<file path="src/rtl/sbtc_pkg.sv">
package sbtc_pkg;
   // Register bus widths
   localparam int ADDR_W = 3;
   localparam int DATA_W = 8;
   localparam int CNT_W  = 16;

   // Register offsets
   localparam logic [ADDR_W-1:0] REG_CTRL     = 3'h0;
   localparam logic [ADDR_W-1:0] REG_CNT_LO   = 3'h1;
   localparam logic [ADDR_W-1:0] REG_CNT_HI   = 3'h2;
   localparam logic [ADDR_W-1:0] REG_IRQ_FLAG = 3'h3;
   localparam logic [ADDR_W-1:0] REG_IRQ_EN   = 3'h4;

   // Control register fields, then the interrupt bit and the companion oscillator enable bit
   localparam int CTRL_WIDE     = 7;
   localparam int CTRL_SEL_HI   = 6;
   localparam int CTRL_PS_HI    = 5;
   localparam int CTRL_PS_LO    = 4;
   localparam int CTRL_SEL_LO   = 3;
   localparam int CTRL_SYNC_DIS = 2;
   localparam int CTRL_CS       = 1;
   localparam int CTRL_RUN      = 0;
   localparam int IRQ_BIT       = 1;
   localparam int OSC_EN_BIT    = 3;

   // Values
   localparam logic [DATA_W-1:0] CTRL_RST      = 8'h00;
   localparam logic [3:0]        SPECIAL_MODE  = 4'hb;
   localparam logic [1:0]        INST_LAST     = 2'h3;
   localparam logic [CNT_W-1:0]  CNT_MAX       = 16'hffff;
   localparam logic [2:0]        PRE_LAST_1    = 3'h0;
   localparam logic [2:0]        PRE_LAST_2    = 3'h1;
   localparam logic [2:0]        PRE_LAST_4    = 3'h3;
   localparam logic [2:0]        PRE_LAST_8    = 3'h7;

   typedef struct packed {
      logic [ADDR_W-1:0] addr;
      logic [DATA_W-1:0] wdata;
      logic              wr;
      logic              rd;
   } sbtc_bus_t;

   typedef struct packed {
      logic [DATA_W-1:0] ctrl;
      logic [CNT_W-1:0]  cnt;
      logic [DATA_W-1:0] hbuf;
      logic [2:0]        pre;
      logic [1:0]        div;
      logic              flag;
      logic              ien;
      logic              ovf;
      logic [DATA_W-1:0] rdata;
      logic              ext_s1;
      logic              ext_s2;
      logic              osc_s1;
      logic              osc_s2;
      logic [1:0]        pc_s1;
      logic [1:0]        pc_s2;
      logic [1:0]        pin_rd;
      logic [1:0]        dir_eff;
      logic              prev;
      logic              armed;
      logic              pend;
   } sbtc_state_t;

   localparam sbtc_state_t ST_RST = '0;
endpackage : sbtc_pkg

</file>
<file path="src/rtl/sbtc_top.sv">
// Decided for this implementation: strobed register access and the placing of the registers.
`timescale 1ns/1ps
// Functional notes
// - Wide bit selects buffered 16-bit access
// - Select field assigns time base per unit
// - Prescale field divides by 1,2,4,8
// - Sync-disable bit chooses async or sync counting
// - Internal source ignores sync-disable bit
// - External edges counted after first falling edge
// - Internal source counts every fourth core clock
// - Run bit enables counting, else hold
// - Oscillator enable forces pins input, read zero
// - Low-byte read copies high byte into buffer
// - High write buffers, low write loads both
// - Wide mode high byte only via buffer
// - Only low-byte write clears prescaler
// - Count wraps to zero and sets flag
// - Enable bit gates the overflow interrupt
// - Count seen as high and low bytes
// - Special-event compare match clears the count, except in async mode
// - Software write beats special-event clear
// - Special-event clear never sets the flag
module sbtc_top (
   // Clock and reset
   input  wire logic                              CORE_CLK,
   input  wire logic                              SYS_RST,
   // Register port
   input  wire sbtc_pkg::sbtc_bus_t               BUS,
   output logic [sbtc_pkg::DATA_W-1:0]            REG_RDATA,
   // Count sources
   input  wire logic                              EXT_COUNT_IN,
   input  wire logic                              LP_OSC_IN,
   input  wire logic [sbtc_pkg::DATA_W-1:0]       COMPANION_CTRL,
   // Shared port pins
   input  wire logic [1:0]                        PORTC_PIN_IN,
   input  wire logic [1:0]                        PORTC_DIRECTION,
   output logic [1:0]                             PORTC_READ,
   output logic [1:0]                             PORTC_DIR_EFF,
   // Capture/compare units
   input  wire logic [3:0]                        CCP1_MODE,
   input  wire logic                              CCP1_MATCH,
   input  wire logic [3:0]                        CCP2_MODE,
   input  wire logic                              CCP2_MATCH,
   output logic                                   CCP1_USES_THIS,
   output logic                                   CCP2_USES_THIS,
   // Status
   output logic [sbtc_pkg::CNT_W-1:0]             COUNT_VALUE,
   output logic                                   OVERFLOW_PULSE,
   output logic                                   IRQ
);
   sbtc_pkg::sbtc_state_t q;
   sbtc_pkg::sbtc_state_t d;
   logic                  lp_en;
   logic                  src_lvl;
   logic                  cs;
   logic                  run;
   logic                  wide;
   logic                  async_mode;
   logic                  inst_tick;
   logic                  ext_edge;
   logic                  src_tick;
   logic                  inc;
   logic                  wrap;
   logic                  spec_req;
   logic                  wr_lo;
   logic                  wr_hi;
   logic [2:0]            pre_last;
   logic [1:0]            ps;

   function automatic logic is_special(input logic [3:0] mode);
      is_special = (mode == sbtc_pkg::SPECIAL_MODE);
   endfunction : is_special

   assign lp_en      = COMPANION_CTRL[sbtc_pkg::OSC_EN_BIT];
   assign cs         = q.ctrl[sbtc_pkg::CTRL_CS];
   assign run        = q.ctrl[sbtc_pkg::CTRL_RUN];
   assign wide       = q.ctrl[sbtc_pkg::CTRL_WIDE];
   assign async_mode = cs & q.ctrl[sbtc_pkg::CTRL_SYNC_DIS];
   assign ps         = {q.ctrl[sbtc_pkg::CTRL_PS_HI], q.ctrl[sbtc_pkg::CTRL_PS_LO]};
   assign src_lvl    = lp_en ? q.osc_s2 : q.ext_s2;
   assign inst_tick  = (q.div == sbtc_pkg::INST_LAST);
   assign ext_edge   = cs & q.armed & src_lvl & ~q.prev;
   assign wr_lo      = BUS.wr & (BUS.addr == sbtc_pkg::REG_CNT_LO);
   assign wr_hi      = BUS.wr & (BUS.addr == sbtc_pkg::REG_CNT_HI);

   // Time base routing
   assign CCP1_USES_THIS = q.ctrl[sbtc_pkg::CTRL_SEL_HI];
   assign CCP2_USES_THIS = q.ctrl[sbtc_pkg::CTRL_SEL_HI] | q.ctrl[sbtc_pkg::CTRL_SEL_LO];
   assign spec_req = (CCP1_MATCH & is_special(CCP1_MODE) & CCP1_USES_THIS)
                   | (CCP2_MATCH & is_special(CCP2_MODE) & CCP2_USES_THIS);

   // Source tick: internal cycle, raw edge, or edge aligned to the cycle
   always_comb begin
      if (!cs) begin
         src_tick = inst_tick;
      end else if (async_mode) begin
         src_tick = ext_edge;
      end else begin
         src_tick = inst_tick & (q.pend | ext_edge);
      end
   end

   always_comb begin
      case (ps)
         2'h0:    pre_last = sbtc_pkg::PRE_LAST_1;
         2'h1:    pre_last = sbtc_pkg::PRE_LAST_2;
         2'h2:    pre_last = sbtc_pkg::PRE_LAST_4;
         2'h3:    pre_last = sbtc_pkg::PRE_LAST_8;
         default: pre_last = sbtc_pkg::PRE_LAST_1;
      endcase
   end

   assign inc  = run & src_tick & (q.pre == pre_last);
   assign wrap = inc & (q.cnt == sbtc_pkg::CNT_MAX);

   always_comb begin
      d     = q;
      d.ovf = 1'b0;
      // Pin synchronisers
      d.ext_s1 = EXT_COUNT_IN;
      d.ext_s2 = q.ext_s1;
      d.osc_s1 = LP_OSC_IN;
      d.osc_s2 = q.osc_s1;
      d.pc_s1  = PORTC_PIN_IN;
      d.pc_s2  = q.pc_s1;
      // Instruction cycle divider
      d.div = inst_tick ? 2'h0 : q.div + 2'h1;
      // Edge qualification
      d.prev = src_lvl;
      if (!cs) begin
         d.armed = 1'b0;
      end else if (q.prev && !src_lvl) begin
         d.armed = 1'b1;
      end
      if (!cs || inst_tick) begin
         d.pend = 1'b0;
      end
      if (cs && ext_edge && !inst_tick) begin
         d.pend = 1'b1;
      end
      // Prescaler and count
      if (run && src_tick) begin
         d.pre = inc ? 3'h0 : q.pre + 3'h1;
      end
      if (inc) begin
         d.cnt = q.cnt + 16'h0001;
      end
      if (wrap) begin
         d.flag = 1'b1;
         d.ovf  = 1'b1;
      end
      if (spec_req && !async_mode) begin
         d.cnt = '0;
      end
      // Software writes come last so they win, except that a wrap still sets the flag
      if (BUS.wr) begin
         case (BUS.addr)
            sbtc_pkg::REG_CTRL: begin
               d.ctrl = BUS.wdata;
            end
            sbtc_pkg::REG_CNT_LO: begin
               d.cnt[7:0] = BUS.wdata;
               if (wide) begin
                  d.cnt[15:8] = q.hbuf;
               end
               d.pre = 3'h0;
            end
            sbtc_pkg::REG_CNT_HI: begin
               if (wide) begin
                  d.hbuf = BUS.wdata;
               end else begin
                  d.cnt[15:8] = BUS.wdata;
               end
            end
            sbtc_pkg::REG_IRQ_FLAG: begin
               d.flag = BUS.wdata[sbtc_pkg::IRQ_BIT] | wrap;
            end
            sbtc_pkg::REG_IRQ_EN: begin
               d.ien = BUS.wdata[sbtc_pkg::IRQ_BIT];
            end
            default: begin
               d.ien = q.ien;
            end
         endcase
      end
      // Reads
      d.rdata = '0;
      if (BUS.rd) begin
         case (BUS.addr)
            sbtc_pkg::REG_CTRL: begin
               d.rdata = q.ctrl;
            end
            sbtc_pkg::REG_CNT_LO: begin
               d.rdata = q.cnt[7:0];
               if (wide) begin
                  d.hbuf = q.cnt[15:8];
               end
            end
            sbtc_pkg::REG_CNT_HI: begin
               d.rdata = wide ? q.hbuf : q.cnt[15:8];
            end
            sbtc_pkg::REG_IRQ_FLAG: begin
               d.rdata[sbtc_pkg::IRQ_BIT] = q.flag;
            end
            sbtc_pkg::REG_IRQ_EN: begin
               d.rdata[sbtc_pkg::IRQ_BIT] = q.ien;
            end
            default: begin
               d.rdata = '0;
            end
         endcase
      end
      // Shared pins
      d.pin_rd  = lp_en ? 2'h0 : q.pc_s2;
      d.dir_eff = lp_en ? 2'h3 : PORTC_DIRECTION;
   end

   always_ff @(posedge CORE_CLK or posedge SYS_RST) begin
      if (SYS_RST) begin
         q <= sbtc_pkg::ST_RST;
      end else begin
         q <= d;
      end
   end

   assign REG_RDATA      = q.rdata;
   assign COUNT_VALUE    = q.cnt;
   assign OVERFLOW_PULSE = q.ovf;
   assign PORTC_READ     = q.pin_rd;
   assign PORTC_DIR_EFF  = q.dir_eff;
   assign IRQ            = q.flag & q.ien;
endmodule : sbtc_top

</file>
<file path="config.mk">
export PLATFORM = sky130hd
export DESIGN_NAME = sbtc_top
export DESIGN_NICKNAME = d
export VERILOG_FILES = /design/src/rtl/sbtc_pkg.sv /design/src/rtl/sbtc_top.sv
export SDC_FILE = /design/constraint.sdc
export NUM_CORES = 1
export LEC_CHECK = 0
export ABC_CLOCK_PERIOD_IN_PS = 2500
export BUFFER_PORTS_ARGS = -buffer_cell sky130_fd_sc_hd__buf_2
export CORE_ASPECT_RATIO = 1.75
export CORE_MARGIN = 3
export CORE_UTILIZATION = 55
export DETAILED_ROUTE_END_ITERATION = 12
export PLACE_DENSITY_LB_ADDON = 0.25
export SLEW_MARGIN = 20
export SYNTH_ARGS = -nofsm -noshare
export SYNTH_HDL_FRONTEND = slang
export SYNTH_SLANG_ARGS = --single-unit
</file>
<file path="constraint.sdc">
create_clock -name CORE_CLK -period 2.5 [get_ports CORE_CLK]
set_input_delay 0 -clock CORE_CLK [delete_from_list [all_inputs] [get_ports CORE_CLK]]
set_output_delay 0 -clock CORE_CLK [all_outputs]
set_load 0.01 [all_outputs]
</file>
==> results.tsv <==
metric	value	unit
outcome	complete, no violations	
Hold Path Class	in -> reg	
Skew-Pair Late Insertion Delay	0.36	ns
Post-DP HPWL	5.99	mm
busiest grt layer	met2	
Final Critical Period	2.26	ns
Yosys warnings	0	
Fmax	0.443	GHz
pin count of the biggest net entering global routing	42	
leakage	0.00179	uW
Critical Path End Type	flop	
Post-Syn Instances	331	
VDD IR-drop max	0.000548	V
pre-CTS WS	0.342	ns
RSZ-0062 raised after global routing	no	
clk sinks	63	
Max clock buf depth	2	
Die Y	112	um
number of diodes	0	
GR Util met2	41.6	%
met3 Track Usage GR	6.56	%
Logic pwr share	25.7	%
number of clock buffers inserted by TritonCTS	9	
Boundary Pins	71	
root buffer selected by CTS	clkbuf_8	
Clk network pwr share	28.4	%
final WL	8.27	mm
RePlAce Congestion	0.948	
P per Cell Area	822	nW/um^2
Crit Path Category	reg -> reg	
vias in the first global route	2900	
syn_nets	373	
Worst-path clk slew	0.07	ns
Tot GR Track Use	24.9	%
number of remaining DRC errors	0	
first-pass GRT wire length	13.9	mm
critical-path cell list	mux2_2, mux4_2, nand2b_1, a21boi_0, dlygate4sd3_1	
internal power	2220	uW
area leader, netlist	dfrtp_1	
CP max FO	13	
share of cells above drive strength 1	29.3	%
Flop pwr share	45.9	%
Psw	1160	uW
Worst EP arrival	2.50	ns
max-slew violation count	0	
Area Growth Syn to Fin	17.3	%
Synth top cells by count	dfrtp_1 (63), buf_4 (28), nand2_1 (28)	
CTS tree	built	
Starting Density	58.1	%
Pre-Repair DR Iteration Count	4	
final hold violations	0	
via-per-instance ratio	5.82	
crit-path max cell delay	0.58	ns
WP data required	2.74	ns
postcts setup bufs	0	
M1 GR Usage	27.0	%
most area-consuming cells after synthesis	dfrtp_1 (45%), mux2i_1 (6.9%), buf_4 (6.0%), mux2_2 (3.2%), nand2_1 (3.0%)	
post-route ant nets	0	
final non-filler cell total	474	
Die Area	7390	sq um
max_slew headroom	49.8	%
skew final	0.00996	ns
number of H-tree levels	3	
share of flip-flops with an asynchronous set or reset	100	%
Tcrit/Tclk final	90.4	%
Total Power	3380	uW
Reg2Reg Depth	5	
Vias	2761	
Die Wd	66.3	um
Worst Hold Depth	3	
sequential share of the synthesized area	45.0	%
Unique masters post-synth	53	
slack of the critical path	0.241	ns
Routed WL per cell	17.4	um
FF+latch count, synth	63	
Crit-path slowest cell	dfrtp_2	
top-count cell post-synth	dfrtp_1	
Overflow after GRT	0	
IO buf count	63	
number of enable flip-flop cells after synthesis	0	
initial DRC count	130	
top_reg_cell synth	dfrtp_1	
crit path launch type	flop	
Mapped Area	3500	sq um
setup violators final	0	
initial antenna violation count	0	
core area	6020	sq um
Placed Cells	438	
Sw Share	34.3	%
Max-cap violations	0	
Least-Margin Pin Slew	0.749	ns
Cell Rows	37	
nets	433	
share of Yosys cell area claimed by the top area cell type	45.0	%
total negative slack	0	ns
Syn Area/Cell	10.6	sq um
-- sequential cells by signal, indices dropped and copies added, names as in the netlist --
| name | cells |
|---|---|
| OVERFLOW_PULSE | 1 |
| PORTC_READ | 2 |
| d | 4 |
| PORTC_DIR_EFF | 2 |
| CCP1_USES_THIS | 1 |
| cs | 1 |
| ps | 2 |
| COUNT_VALUE | 16 |
| q | 26 |
| REG_RDATA | 8 |
-- per-layer routing --
layer,wire length [um],vias up
li1,-,1306
met4,307,0
met3,393,23
met5,0,-
met2,4540,81
met1,3030,1351
-- metrics by stage --
stage          util [%]  area, sq um  hold slack [ns]
2_1_floorplan         -         3500           0.0314
3_3_place_gp       61.4         3690           0.0526
3_5_place_dp       61.4         3690           0.0577
4_1_cts            68.2         4110           0.0699
5_1_grt            68.2         4110           0.0909
6_report           68.2         4110           0.0833
-- worst paths after layout --
check,startpoint,endpoint,slack [ns]
max,q[62]$_DFFE_PP0P_,REG_RDATA[1]$_DFF_PP0_,0.24
min,BUS[1],q[24]$_DFFE_PP0P_,0.08
max reg2reg,q[62]$_DFFE_PP0P_,REG_RDATA[1]$_DFF_PP0_,0.24
min reg2reg,d[7]$_DFF_PP0_,q[7]$_DFF_PP0_,0.35
max in group asynchronous,SYS_RST,q[62]$_DFFE_PP0P_,1.80
min in group asynchronous,SYS_RST,q[8]$_DFF_PP0_,0.24
-- cell usage in the layout, fill, tap and decap left out, types with 5 or more instances in the layout --
| cell | Yosys | layout |
|---|---|---|
| a22oi_1 | 8 | 8 |
| a21oi_1 | 6 | 6 |
| nand4_1 | 6 | 6 |
| or4_1 | 6 | 6 |
| o21ai_0 | 13 | 13 |
| nand3_1 | 13 | 13 |
| mux2i_1 | 24 | 24 |
| o22a_1 | 7 | 7 |
| buf_4 | 28 | 6 |
| nor2_1 | 16 | 16 |
| xnor2_1 | 7 | 7 |
| dlygate4sd3_1 | 0 | 20 |
| nand2_1 | 28 | 28 |
| buf_2 | 2 | 63 |
| a2111oi_2 | 5 | 5 |
| inv_1 | 7 | 6 |
| o21ai_1 | 6 | 6 |
| clkbuf_8 | 0 | 9 |
| nand4b_1 | 5 | 5 |
| o211ai_1 | 5 | 5 |
| dfrtp_1 | 63 | 62 |
| mux2_2 | 10 | 10 |
-- critical path: cells and delay by family (launching register included) --
family,cells,cell delay [ns]
AO/OA/AOI/OAI,1,0.06
flip-flops,1,0.58
multiplexers,2,0.86
buffers and inverters,1,0.55
AND/OR/NAND/NOR,1,0.08
-- layout make-up --
| cell class | count | area [sq um] |
|---|---|---|
| Clock buffer | 10 | 128 |
| Clock inverter | 6 | 85.1 |
| Fill cell | 478 | 1910 |
| Inverter | 7 | 26.3 |
| Multi-Input combinational cell | 221 | 1630 |
| Sequential cell | 63 | 1580 |
| Tap cell | 78 | 97.6 |
| Timing Repair Buffer | 89 | 561 |
-- power by group through the flow --
stage / Combinational, uW / Clock, uW / Sequential [uW]
final: 866 / 959 / 1550
after global routing: 965 / 1030 / 1590
after CTS: 871 / 977 / 1550
after detailed placement: 838 / 0 / 1570
after global placement: 818 / 0 / 1560
after floorplan: 766 / 0 / 1440
-- logic make-up (layout without fill, tap and decap cells) --
family,count (synthesis),in the layout,synth area share (%)
adders and majority gates,3,3,1.07
muxes,35,35,10.7
buffers and inverters,47,112,8.33
and+or+nand+nor,106,106,16.7
AOI/OAI and AO/OA,68,68,15.8
DFF,63,63,45.0
xor gates and xnor gates,9,9,2.25
-- timing repair --
action	in CTS	in global routing
gates resized for setup	0	1
endpoints found under the setup margin	0	1
hold buffers	20	0
hold endpoints to repair	97	0
Note: power is estimated with default switching activity, not from simulation.
